<file path="config.mk">
export PLATFORM = sky130hd
export DESIGN_NAME = cise_core
export DESIGN_NICKNAME = d
export VERILOG_FILES = /design/src/common/cise_pkg.sv /design/src/hw/cise_core.sv
export SDC_FILE = /design/constraint.sdc
export NUM_CORES = 1
export LEC_CHECK = 0
export ABC_CLOCK_PERIOD_IN_PS = 4600
export BUFFER_PORTS_ARGS = -buffer_cell sky130_fd_sc_hd__buf_4
export CAP_MARGIN = 20
export CORE_MARGIN = 5
export CORE_UTILIZATION = 45
export CTS_CLUSTER_SIZE = 20
export DETAILED_ROUTE_END_ITERATION = 7
export SETUP_SLACK_MARGIN = 0.5
export SLEW_MARGIN = 40
export SYNTH_ARGS = -nofsm -noshare
export SYNTH_HDL_FRONTEND = slang
export SYNTH_SLANG_ARGS = --single-unit
export TNS_END_PERCENT = 100
</file>
<file path="constraint.sdc">
create_clock -name clk_sys -period 4.6 [get_ports clk_sys]
set_input_delay 0.92 -clock clk_sys [delete_from_list [all_inputs] [get_ports clk_sys]]
set_output_delay 0.92 -clock clk_sys [all_outputs]
set_load 0.05 [all_outputs]
</file>
<file path="src/common/cise_pkg.sv">
/*
 Constants for the partial instruction executor: opcodes, flag bit positions,
 cycle counts, trap vector and reset values. Assumes a 16-bit address space
 and an 8-bit data bus with one-cycle synchronous memory reads.
*/
package cise_pkg;
   // ==========================================================
   // Opcodes
   localparam logic [7:0] OP_SUB_LIT   = 8'ha0;
   localparam logic [7:0] OP_SUB_DIR   = 8'hb0;
   localparam logic [7:0] OP_SUB_FAR   = 8'hc0;
   localparam logic [7:0] OP_SUB_WIX   = 8'hd0;
   localparam logic [7:0] OP_SUB_BIX   = 8'he0;
   localparam logic [7:0] OP_SUB_IX    = 8'hf0;
   localparam logic [7:0] OP_SOFT_TRAP = 8'h83;
   localparam logic [7:0] OP_A_TO_X    = 8'h97;
   localparam logic [7:0] OP_X_TO_A    = 8'h9f;
   localparam logic [7:0] OP_CHK_DIR   = 8'h3d;
   localparam logic [7:0] OP_CHK_ACC   = 8'h4d;
   localparam logic [7:0] OP_CHK_IDX   = 8'h5d;
   localparam logic [7:0] OP_CHK_BIX   = 8'h6d;
   localparam logic [7:0] OP_CHK_IX    = 8'h7d;
   localparam logic [7:0] OP_WAIT      = 8'h8f;
   // Bit-test-and-branch opcodes occupy 0x00..0x0f; bit 0 selects clear/set.
   localparam logic [3:0] BTB_HI_NIB   = 4'h0;

   // ==========================================================
   // Flag register layout: 111HINZC
   localparam int FLG_C = 0;
   localparam int FLG_Z = 1;
   localparam int FLG_N = 2;
   localparam int FLG_I = 3;
   localparam int FLG_H = 4;
   localparam logic [7:0] FLG_RESET = 8'hf8;

   // ==========================================================
   // Reset values and sizes
   localparam logic [15:0] PC_RESET    = 16'h0000;
   localparam logic [7:0]  SP_RESET    = 8'hff;
   localparam logic [7:0]  STACK_PAGE  = 8'h00;
   localparam logic [15:0] TRAP_VEC_HI = 16'hfffc;
   localparam logic [15:0] TRAP_VEC_LO = 16'hfffd;
   localparam logic [15:0] PC_ONE      = 16'h0001;
   localparam logic [7:0]  BYTE_ZERO   = 8'h00;
   localparam int          SIGN_BIT    = 7;
   localparam int          BIT_SEL_LSB = 1;
   localparam int          BIT_SEL_W   = 3;
   localparam int          CNT_W       = 4;
   // Least cycle count of the register copies and of the wait instruction.
   localparam logic [3:0]  CYC_COPY    = 4'h2;
   localparam logic [3:0]  CYC_WAIT    = 4'h2;

   typedef enum logic [3:0] {
      CISE_FETCH  = 4'b0000,
      CISE_OPR1   = 4'b0001,
      CISE_OPR2   = 4'b0011,
      CISE_READ   = 4'b0010,
      CISE_EXEC   = 4'b0110,
      CISE_REL    = 4'b0111,
      CISE_PUSH   = 4'b0101,
      CISE_VECH   = 4'b0100,
      CISE_VECL   = 4'b1100,
      CISE_HOLD   = 4'b1101,
      CISE_SLEEP  = 4'b1111
   } cise_state_t;
endpackage : cise_pkg

</file>
<file path="src/hw/cise_core.sv">
/*
 Executes a subset of an 8-bit core's instructions: subtract, software trap,
 register copies, flag check and wait, plus operand fetch for the far,
 direct, indexed and relative modes. Assumes memory returns mem_rdata in
 the cycle that the registered mem_rd stands, and that writes complete in the
 cycle mem_wr is high. Unhandled opcodes execute as three-cycle no-ops.
*/
`timescale 1ns/1ps
// How it works
// - Subtract replaces A with A minus the operand and sets N, Z and C for opcodes a0..f0.
// - Soft trap steps PC, pushes PC low, PC high, X, A, flags with SP dropping, sets I, loads vector high first.
// - Opcode 97 copies A into X in two cycles and touches no flag.
// - The flag check sets N and Z from its operand and leaves H, I and C alone.
// - Opcode 9f copies X into A in two cycles and touches no flag.
// - Wait clears I in two cycles and then halts until an interrupt arrives.
// - Far mode fetches the address high byte first, then the low byte.
// - Word-offset indexed mode fetches offset high then low and adds X.
// - Byte-offset indexed mode fetches one offset byte and adds X.
// - Bit-test-and-branch carries a direct address then a relative offset added when taken.
module cise_core #(
   parameter int ADDR_W = 16
) (
   // Clock and reset
   input  wire logic              clk_sys,
   input  wire logic              reset,
   // Memory bus
   output logic [ADDR_W-1:0]      mem_addr,
   output logic                   mem_rd,
   output logic                   mem_wr,
   output logic [7:0]             mem_wdata,
   input  wire logic [7:0]        mem_rdata,
   // Interrupt wake request, from outside the clock domain
   input  wire logic              irq_req,
   // Status
   output logic                   sleeping,
   output logic [7:0]             acc_out,
   output logic [7:0]             index_out,
   output logic [7:0]             flag_register_out,
   output logic [ADDR_W-1:0]      pc_out
);
   // ==========================================================
   // Wake input synchroniser
   logic [2:0] irq_sync_q;
   logic [2:0] irq_sync_d;
   logic       irq_seen;

   always_comb begin
      irq_sync_d = {irq_sync_q[1:0], irq_req};
   end

   always_ff @(posedge clk_sys) begin
      if (reset) begin
         irq_sync_q <= 3'h0;
      end else begin
         irq_sync_q <= irq_sync_d;
      end
   end

   assign irq_seen = irq_sync_q[1] & irq_sync_q[2];

   // ==========================================================
   // Core state
   cise_pkg::cise_state_t state_q, state_d;
   logic [ADDR_W-1:0] pc_q, pc_d;
   logic [ADDR_W-1:0] ea_q, ea_d;
   logic [7:0]        acc_q, acc_d;
   logic [7:0]        idx_q, idx_d;
   logic [7:0]        sp_q, sp_d;
   logic [7:0]        flg_q, flg_d;
   logic [7:0]        op_q, op_d;
   logic [7:0]        opr_q, opr_d;
   logic [cise_pkg::CNT_W-1:0] cnt_q, cnt_d;
   logic [ADDR_W-1:0] addr_d;
   logic              rd_d, wr_d;
   logic [7:0]        wdata_d;
   logic [ADDR_W-1:0] addr_q;
   logic              rd_q, wr_q;
   logic [7:0]        wdata_q;

   // Operand bytes needed after the opcode: 0, 1 or 2.
   function automatic logic [1:0] opr_bytes(input logic [7:0] op);
      logic [1:0] n;
      n = 2'd0;
      unique case (op)
         cise_pkg::OP_SUB_LIT, cise_pkg::OP_SUB_DIR, cise_pkg::OP_SUB_BIX,
         cise_pkg::OP_CHK_DIR, cise_pkg::OP_CHK_BIX: n = 2'd1;
         cise_pkg::OP_SUB_FAR, cise_pkg::OP_SUB_WIX: n = 2'd2;
         default: n = (op[7:4] == cise_pkg::BTB_HI_NIB) ? 2'd2 : 2'd0;
      endcase
      return n;
   endfunction

   function automatic logic is_sub(input logic [7:0] op);
      return op == cise_pkg::OP_SUB_LIT || op == cise_pkg::OP_SUB_DIR ||
             op == cise_pkg::OP_SUB_FAR || op == cise_pkg::OP_SUB_WIX ||
             op == cise_pkg::OP_SUB_BIX || op == cise_pkg::OP_SUB_IX;
   endfunction

   logic [8:0] diff;
   logic [7:0] chk_val;
   logic       bit_hit;

   always_comb begin
      state_d = state_q;
      pc_d    = pc_q;
      ea_d    = ea_q;
      acc_d   = acc_q;
      idx_d   = idx_q;
      sp_d    = sp_q;
      flg_d   = flg_q;
      op_d    = op_q;
      opr_d   = opr_q;
      cnt_d   = cnt_q;
      addr_d  = pc_q;
      rd_d    = 1'b0;
      wr_d    = 1'b0;
      wdata_d = cise_pkg::BYTE_ZERO;
      // The literal was captured one cycle before execute; the bus is idle by then.
      diff    = {1'b0, acc_q} -
                {1'b0, (op_q == cise_pkg::OP_SUB_LIT) ? opr_q : mem_rdata};
      chk_val = mem_rdata;
      bit_hit = mem_rdata[op_q[cise_pkg::BIT_SEL_LSB +: cise_pkg::BIT_SEL_W]] ^ op_q[0];
      unique case (state_q)
         cise_pkg::CISE_FETCH: begin
            addr_d  = pc_q;
            rd_d    = 1'b1;
            state_d = cise_pkg::CISE_OPR1;
            cnt_d   = '0;
            pc_d    = pc_q + cise_pkg::PC_ONE;
         end
         cise_pkg::CISE_OPR1: begin
            // Opcode arrives now; start the first operand fetch if any.
            op_d  = mem_rdata;
            cnt_d = cnt_q + 1'b1;
            if (opr_bytes(mem_rdata) != 2'd0) begin
               addr_d  = pc_q;
               rd_d    = 1'b1;
               pc_d    = pc_q + cise_pkg::PC_ONE;
               state_d = cise_pkg::CISE_OPR2;
            end else if (mem_rdata == cise_pkg::OP_SUB_IX ||
                         mem_rdata == cise_pkg::OP_CHK_IX) begin
               addr_d  = {{(ADDR_W-8){1'b0}}, idx_q};
               rd_d    = 1'b1;
               state_d = cise_pkg::CISE_EXEC;
            end else if (mem_rdata == cise_pkg::OP_A_TO_X) begin
               // Copies and wait finish at decode so they take two cycles.
               idx_d   = acc_q;
               state_d = cise_pkg::CISE_FETCH;
            end else if (mem_rdata == cise_pkg::OP_X_TO_A) begin
               acc_d   = idx_q;
               state_d = cise_pkg::CISE_FETCH;
            end else if (mem_rdata == cise_pkg::OP_WAIT) begin
               flg_d[cise_pkg::FLG_I] = 1'b0;
               state_d = cise_pkg::CISE_SLEEP;
            end else begin
               state_d = cise_pkg::CISE_EXEC;
            end
         end
         cise_pkg::CISE_OPR2: begin
            cnt_d = cnt_q + 1'b1;
            opr_d = mem_rdata;
            ea_d  = {{(ADDR_W-8){1'b0}}, mem_rdata};
            if (opr_bytes(op_q) == 2'd2 && op_q[7:4] != cise_pkg::BTB_HI_NIB) begin
               // Second byte is the low half; high half came first.
               addr_d  = pc_q;
               rd_d    = 1'b1;
               pc_d    = pc_q + cise_pkg::PC_ONE;
               state_d = cise_pkg::CISE_READ;
            end else if (op_q == cise_pkg::OP_SUB_LIT) begin
               state_d = cise_pkg::CISE_EXEC;
            end else begin
               if (op_q == cise_pkg::OP_SUB_BIX || op_q == cise_pkg::OP_CHK_BIX) begin
                  ea_d = {{(ADDR_W-8){1'b0}}, mem_rdata} +
                         {{(ADDR_W-8){1'b0}}, idx_q};
               end
               addr_d  = ea_d;
               rd_d    = 1'b1;
               state_d = (op_q[7:4] == cise_pkg::BTB_HI_NIB) ?
                         cise_pkg::CISE_REL : cise_pkg::CISE_EXEC;
               if (op_q[7:4] == cise_pkg::BTB_HI_NIB) begin
                  pc_d = pc_q;
               end
            end
         end
         cise_pkg::CISE_READ: begin
            cnt_d = cnt_q + 1'b1;
            ea_d  = {opr_q, mem_rdata};
            if (op_q == cise_pkg::OP_SUB_WIX) begin
               ea_d = {opr_q, mem_rdata} + {{(ADDR_W-8){1'b0}}, idx_q};
            end
            addr_d  = ea_d;
            rd_d    = 1'b1;
            state_d = cise_pkg::CISE_EXEC;
         end
         cise_pkg::CISE_REL: begin
            // Direct byte is in; fetch the branch offset byte.
            cnt_d   = cnt_q + 1'b1;
            opr_d   = {7'h00, bit_hit};
            flg_d[cise_pkg::FLG_C] = mem_rdata[op_q[cise_pkg::BIT_SEL_LSB +: cise_pkg::BIT_SEL_W]];
            addr_d  = pc_q;
            rd_d    = 1'b1;
            pc_d    = pc_q + cise_pkg::PC_ONE;
            op_d    = op_q;
            state_d = cise_pkg::CISE_HOLD;
         end
         cise_pkg::CISE_HOLD: begin
            // Offset byte is in; branch taken when the tested bit matches.
            if (opr_q[0]) begin
               pc_d = pc_q + {{(ADDR_W-8){mem_rdata[cise_pkg::SIGN_BIT]}}, mem_rdata};
            end
            state_d = cise_pkg::CISE_FETCH;
         end
         cise_pkg::CISE_EXEC: begin
            cnt_d   = cnt_q + 1'b1;
            state_d = cise_pkg::CISE_FETCH;
            if (is_sub(op_q)) begin
               acc_d = diff[7:0];
               flg_d[cise_pkg::FLG_N] = diff[cise_pkg::SIGN_BIT];
               flg_d[cise_pkg::FLG_Z] = (diff[7:0] == cise_pkg::BYTE_ZERO);
               flg_d[cise_pkg::FLG_C] = diff[8];
            end else begin
               unique case (op_q)
                  cise_pkg::OP_CHK_DIR, cise_pkg::OP_CHK_ACC, cise_pkg::OP_CHK_IDX,
                  cise_pkg::OP_CHK_BIX, cise_pkg::OP_CHK_IX: begin
                     // Only N and Z move; the operand is never written back.
                     chk_val = (op_q == cise_pkg::OP_CHK_ACC) ? acc_q :
                               (op_q == cise_pkg::OP_CHK_IDX) ? idx_q : mem_rdata;
                     flg_d[cise_pkg::FLG_N] = chk_val[cise_pkg::SIGN_BIT];
                     flg_d[cise_pkg::FLG_Z] = (chk_val == cise_pkg::BYTE_ZERO);
                  end
                  cise_pkg::OP_SOFT_TRAP: begin
                     // PC already points past the opcode.
                     cnt_d   = '0;
                     state_d = cise_pkg::CISE_PUSH;
                  end
                  default: ;
               endcase
            end
         end
         cise_pkg::CISE_PUSH: begin
            // Push order: PC low, PC high, X, A, flags.
            addr_d = {cise_pkg::STACK_PAGE, sp_q};
            wr_d   = 1'b1;
            unique case (cnt_q)
               4'h0:    wdata_d = pc_q[7:0];
               4'h1:    wdata_d = pc_q[15:8];
               4'h2:    wdata_d = idx_q;
               4'h3:    wdata_d = acc_q;
               default: wdata_d = flg_q;
            endcase
            sp_d  = sp_q - 8'h01;
            cnt_d = cnt_q + 1'b1;
            if (cnt_q == 4'h4) begin
               flg_d[cise_pkg::FLG_I] = 1'b1;
               state_d = cise_pkg::CISE_VECH;
            end
         end
         cise_pkg::CISE_VECH: begin
            addr_d  = cise_pkg::TRAP_VEC_HI;
            rd_d    = 1'b1;
            state_d = cise_pkg::CISE_VECL;
         end
         cise_pkg::CISE_VECL: begin
            pc_d[15:8] = mem_rdata;
            addr_d  = cise_pkg::TRAP_VEC_LO;
            rd_d    = 1'b1;
            state_d = cise_pkg::CISE_SLEEP;
            op_d    = cise_pkg::OP_SOFT_TRAP;
         end
         cise_pkg::CISE_SLEEP: begin
            if (op_q == cise_pkg::OP_SOFT_TRAP) begin
               pc_d[7:0] = mem_rdata;
               op_d      = cise_pkg::BYTE_ZERO;
               state_d   = cise_pkg::CISE_FETCH;
            end else if (irq_seen) begin
               // State held until the interrupt; service is outside this block.
               state_d = cise_pkg::CISE_FETCH;
            end
         end
         default: state_d = cise_pkg::CISE_FETCH;
      endcase
   end

   always_ff @(posedge clk_sys) begin
      if (reset) begin
         state_q <= cise_pkg::CISE_FETCH;
         pc_q    <= cise_pkg::PC_RESET;
         ea_q    <= '0;
         acc_q   <= cise_pkg::BYTE_ZERO;
         idx_q   <= cise_pkg::BYTE_ZERO;
         sp_q    <= cise_pkg::SP_RESET;
         flg_q   <= cise_pkg::FLG_RESET;
         op_q    <= cise_pkg::BYTE_ZERO;
         opr_q   <= cise_pkg::BYTE_ZERO;
         cnt_q   <= '0;
         addr_q  <= '0;
         rd_q    <= 1'b0;
         wr_q    <= 1'b0;
         wdata_q <= cise_pkg::BYTE_ZERO;
      end else begin
         state_q <= state_d;
         pc_q    <= pc_d;
         ea_q    <= ea_d;
         acc_q   <= acc_d;
         idx_q   <= idx_d;
         sp_q    <= sp_d;
         flg_q   <= flg_d;
         op_q    <= op_d;
         opr_q   <= opr_d;
         cnt_q   <= cnt_d;
         addr_q  <= addr_d;
         rd_q    <= rd_d;
         wr_q    <= wr_d;
         wdata_q <= wdata_d;
      end
   end

   assign mem_addr          = addr_q;
   assign mem_rd            = rd_q;
   assign mem_wr            = wr_q;
   assign mem_wdata         = wdata_q;
   assign sleeping          = (state_q == cise_pkg::CISE_SLEEP) &&
                              (op_q != cise_pkg::OP_SOFT_TRAP);
   assign acc_out           = acc_q;
   assign index_out         = idx_q;
   assign flag_register_out = flg_q;
   assign pc_out            = pc_q;
endmodule : cise_core

</file>
After elaboration in Yosys (flattened, before gate mapping)
Index checks and enable logic that the tools add are counted.
{"block": "op_classes", "add_sub_neg": 7, "n_lt_le_gt_ge": 1, "eq_ne": 53, "muxes": 68, "bitwise": 5, "n_reduce_logical": 44}
{"operator": "8-bit == test (second input constant)", "count": 16}
{"operator": "16-bit two-way mux", "count": 8}
{"operator": "16-bit case mux with 6 select lines", "count": 1}
{"operator": "8-bit two-way mux", "count": 10}
{"operator": "8-bit case mux with 5 select lines", "count": 2}
{"operator": "8-bit by 7-bit == test with 1-bit output (second input constant)", "count": 6}
{"operator": "4-bit two-way mux", "count": 10}
{"operator": "4-bit case mux with 10 select lines", "count": 1}
{"operator": "8-bit case mux with 2 select lines", "count": 2}
{"operator": "8-bit case mux with 4 select lines", "count": 1}
{"operator": "5-bit OR reduction", "count": 5}
{"operator": "2-bit != test (second input constant)", "count": 12}
{"operator": "8-bit case mux with 3 select lines", "count": 1}
{"operator": "4-bit by 3-bit == test with 1-bit output (second input constant)", "count": 5}
{"operator": "16-bit by 1-bit adder with 16-bit output (second input constant)", "count": 1}
{"operator": "16-bit adder", "count": 1}
{"operator": "16-bit by 8-bit adder with 16-bit output", "count": 1}
{"operator": "4-bit by 2-bit == test with 1-bit output (second input constant)", "count": 4}
{"operator": "8-bit by 6-bit == test with 1-bit output (second input constant)", "count": 2}
{"operator": "4-bit zero test", "count": 4}
{"operator": "8-bit zero test", "count": 2}
{"operator": "1-bit two-way mux", "count": 15}
{"operator": "4-bit == test (second input constant)", "count": 3}
{"operator": "2-bit two-way mux", "count": 6}
{"operator": "other kinds (31)", "count": 59}
{"block": "totals", "ff_bits": 97, "in_bits": 11, "output_inout_bits": 67, "word_cells": 195}

Longest topological paths before layout
{"block": "depth", "word_depth": 8, "mapped_depth": 13, "depth_no_buf": 12}

Worst setup path after synthesis
Ideal clock, no wire load.
{"block": "synth_path", "kind": "reg-to-reg", "startpoint": "register op_q[0]", "endpoint": "register flg_q[1] (netlist: flag_register_out[1])", "setup_time_ps": 78, "arrival_ps": 3380, "required_time_ps": 4522, "slack_ps": 1142, "stages_incl_launch_ff": 13, "n_path_buf": 1, "synth_period_minus_slack_ps": 3458, "path_cell_list": "dfxtp_1 or4b_1 buf_4 nor3_4 mux2_1 ha_1 fa_1 nor2b_1 o31a_1 o31ai_1 a2111oi_0 a311oi_1 nor3_1"}
{"block": "synth_between", "elab_chain_len": 8, "word_cells_on_any_way": 27, "classes_between": "add/sub: 1; eq/ne: 11; mux: 5; reduce/logical: 10"}
{"element": "start: declaration", "line_no": "cise_core.sv:70", "text": "logic [7:0] op_q, op_d;"}
{"element": "start signal: assignment", "line_no": "cise_core.sv:293", "text": "op_q <= cise_pkg::BYTE_ZERO;"}
{"element": "start signal: assignment", "line_no": "cise_core.sv:308", "text": "op_q <= op_d;"}
{"element": "branches (longest 8 deep; another with 8-bit by 8-bit subtractor with 9-bit output)"}
{"element": "end signal: assignment", "line_no": "cise_core.sv:292", "text": "flg_q <= cise_pkg::FLG_RESET;"}
{"element": "end signal: assignment", "line_no": "cise_core.sv:307", "text": "flg_q <= flg_d;"}
{"element": "end: declaration", "line_no": "cise_core.sv:69", "text": "logic [7:0] flg_q, flg_d;"}
Several ways; the timed one is not identified. The select of a mux whose other input is x is not followed.
A chain may end at the register's enable or synchronous reset.

Final worst setup path
Ends and elaborated chain as after synthesis.

==> run metrics <==
most frequent cells in the layout=dfxtp_1 (97), nor2_1 (94), buf_4 (84); hold_buf cts=0; Yosys cell types=81; routed via count=7584; Setup Viol. Count Final=0; starting density of the core=46.1%; Switching Fraction=49.1%; Least-Margin Pin Slew=0.716 ns; most common cell after layout, fill and taps aside=dfxtp_1; Max Fanout on Critical Path=10; Comb pwr share=51.3%; DP Worst Slack=0.894 ns; Area growth syn-to-layout=12.2%; unrepaired setup endpoints after global routing=false; Critical Path RT=4.88 ns; vias in the first global route=6561; Ys Warns=0; setup TNS=0 ns; synth top area cells=dfxtp_1 (26%), ha_1 (6.3%), a21oi_1 (5.4%), nor2_1 (4.8%), nand2_1 (4.0%); first-pass GRT wire length=38800 um; kind of critical path=reg -> reg; CP Data Arrival Time=4.06 ns; Final Cycle Share=82.2%; Site Rows=46; Ant. Diodes=0; leading area contributor after synthesis=dfxtp_1; CTS tree=built; clock tree buffer depth=2; Post-Syn Area=7370 um^2; 1st-pass router iterations=6; Layout Cells excl Fill=1203; Power Density=496 nW/um^2; Max stage delay on crit path=0.75 ns; peak supply drop=0.305 mV; GRT overflow=0; maxcap violations=0; Avg Vias per Cell=6.30; internal power=2.09 mW; die area=19000 um^2; uppermost layer routed=met4; dominant synthesized flop cell=dfxtp_1; clk sinks=97; layout cells sized above 1=12.2%; clk slew on worst S/H paths=0.07 ns; async set-reset flop share out of synthesis=0%; post-synthesis sequential area ratio=26.4%; Final #Nets=1033; htree depth=3; setup ws final=0.819 ns; placed cell count=1187; IO Pins=78; M1 wire length=11900 um; Gate Count Post-Synth=954; Max transition margin=52.1%; Post-Route WL=25600 um; NetSw=2.01 mW; Startpoint Class=register; wire per inst=21.3 um; hold crit path type=reg -> reg; Post-CTS Setup Bufs=0; Post-synth EDFFs=0; initial DRC count=693; outcome=completed; gpl congestion=0.955; achievable clock frequency=264 MHz; hold violation total from the final report=0; Die H=138 um; GRT Total Usage=26.6%; ANT nets after route=0; CP max stage cell=or4b_1; Root Driver=clkbuf_16; Core Region=16000 um^2; fin. max-slew vios=0; DRC Markers=0; routed length on met3=2120 um; syn avg cell area=7.72 um^2; Overall Power=4.10 mW; Worst setup EP type=register; worst hold slack=0.438 ns; register share of total power=30.8%; post-route minimum period=3.78 ns; Synth top area share=26.4%; initial antenna violation count=0; met2 wire len=11000 um; Detail Placement HPWL=18800 um; Fin Clk Skew=0.0114 ns; crit path cell chain=or4b_1 > nor3_4 > buf_4 > mux2_1 > ha_1 > fa_1 > nor2b_1 > o31a_1 > o31ai_1 > a2111oi_0 > a311oi_1 > nor3_1; Yosys reg bits=97; Pleak=3.12 nW; largest net degree at the start of global routing=92; Resized cells post-CTS=0; die width=138 um; port buffer count=73; CTS Buf Count=9; Clock Latency Late Sink=0.36 ns; Clock power frac=17.9%
-- through the flow --
stage / utilization [%] / instance area (um^2)
2_1_floorplan: - / 7380
3_3_place_gp: 49.9 / 7980
3_5_place_dp: 49.9 / 7980
4_1_cts: 51.7 / 8260
5_1_grt: 51.7 / 8260
6_report: 51.7 / 8260
-- cells by family (layout without fill, tap and decap cells) --
logic type,Yosys count,after routing,synth area share [%]
mux,27,27,4.04
other cells,1,4,0.0509
compound gates,297,297,27.7
fa+ha+maj,40,40,7.10
buf+inv,97,127,5.55
xor+xnor,34,34,4.04
flops,97,97,26.4
simple gates,361,361,25.2
-- worst paths after layout --
check             slack [ns]  cells past startpoint                   end           from
setup / recovery        0.82                     12  flag_register_out[1]        op_q[0]
hold reg to reg         0.44                      1         irq_sync_q[1]  irq_sync_q[0]
setup reg to reg        0.82                     12  flag_register_out[1]        op_q[0]
hold / removal          0.44                      1         irq_sync_q[1]  irq_sync_q[0]
-- critical path: cells and delay by family, from the launching register on --
| kind | cells | cell delay [ns] |
|---|---|---|
| AND/OR/NAND/NOR | 4 | 1.26 |
| buffers and inverters | 1 | 0.21 |
| AO/OA/AOI/OAI | 4 | 0.89 |
| multiplexers | 1 | 0.34 |
| flip-flops | 1 | 0.37 |
| adder cells (fa/ha/maj) | 2 | 0.62 |
-- Yosys cell counts (9+ instances only) --
cell	number
mux2i_1	23
nand4_1	13
clkbuf_1	51
nor3b_1	10
nor3_1	33
inv_1	26
a22oi_1	20
nand2b_1	14
a31oi_1	13
dfxtp_1	97
a221oi_1	12
a21oi_1	79
nor4_1	12
nand2_1	79
and3_1	11
nand3_1	36
nor2_1	94
o21a_1	11
xnor2_1	20
o21ai_0	40
a211oi_1	22
nor2b_1	15
a21o_1	13
xor2_1	14
buf_2	9
a311oi_1	17
and2_1	9
ha_1	37
-- registers in the layout (all words and copies together), names as in the netlist --
signal,flops
mem_addr,16
pc_out,16
acc_out,8
index_out,8
mem_wdata,8
op_q,8
opr_q,8
sp_q,8
cnt_q,4
flag_register_out,4
state_q,4
irq_sync_q,3
mem_rd,1
mem_wr,1
-- layout make-up --
| cell class | count | area (um^2) |
|---|---|---|
| fillers | 1603 | 7740 |
| multi-input cells | 763 | 5030 |
| clock buffers | 9 | 225 |
| flip-flops and latches | 97 | 1940 |
| well taps | 216 | 270 |
| clock inverters | 7 | 58.8 |
| inverters | 26 | 97.6 |
| repair buffers | 85 | 642 |
-- per-layer routing --
| metal | up-vias | global-route usage [%] |
|---|---|---|
| li1 | 3620 | - |
| met1 | 3598 | 38.9 |
| met2 | 316 | 39.7 |
| met3 | 50 | 5.33 |
| met4 | 0 | 7.63 |
| met5 | - | 0 |
-- power groups by stage --
stage | clock (mW) | combinational, mW | sequential [mW]
floorplan | 0 | 1.32 | 1.44
global placement | 0 | 2.07 | 1.27
detailed placement | 0 | 2.07 | 1.27
CTS | 0.749 | 2.08 | 1.25
global route | 0.782 | 2.27 | 1.28
finish | 0.735 | 2.10 | 1.26
No activity file was read; power rests on OpenSTA's default activity.
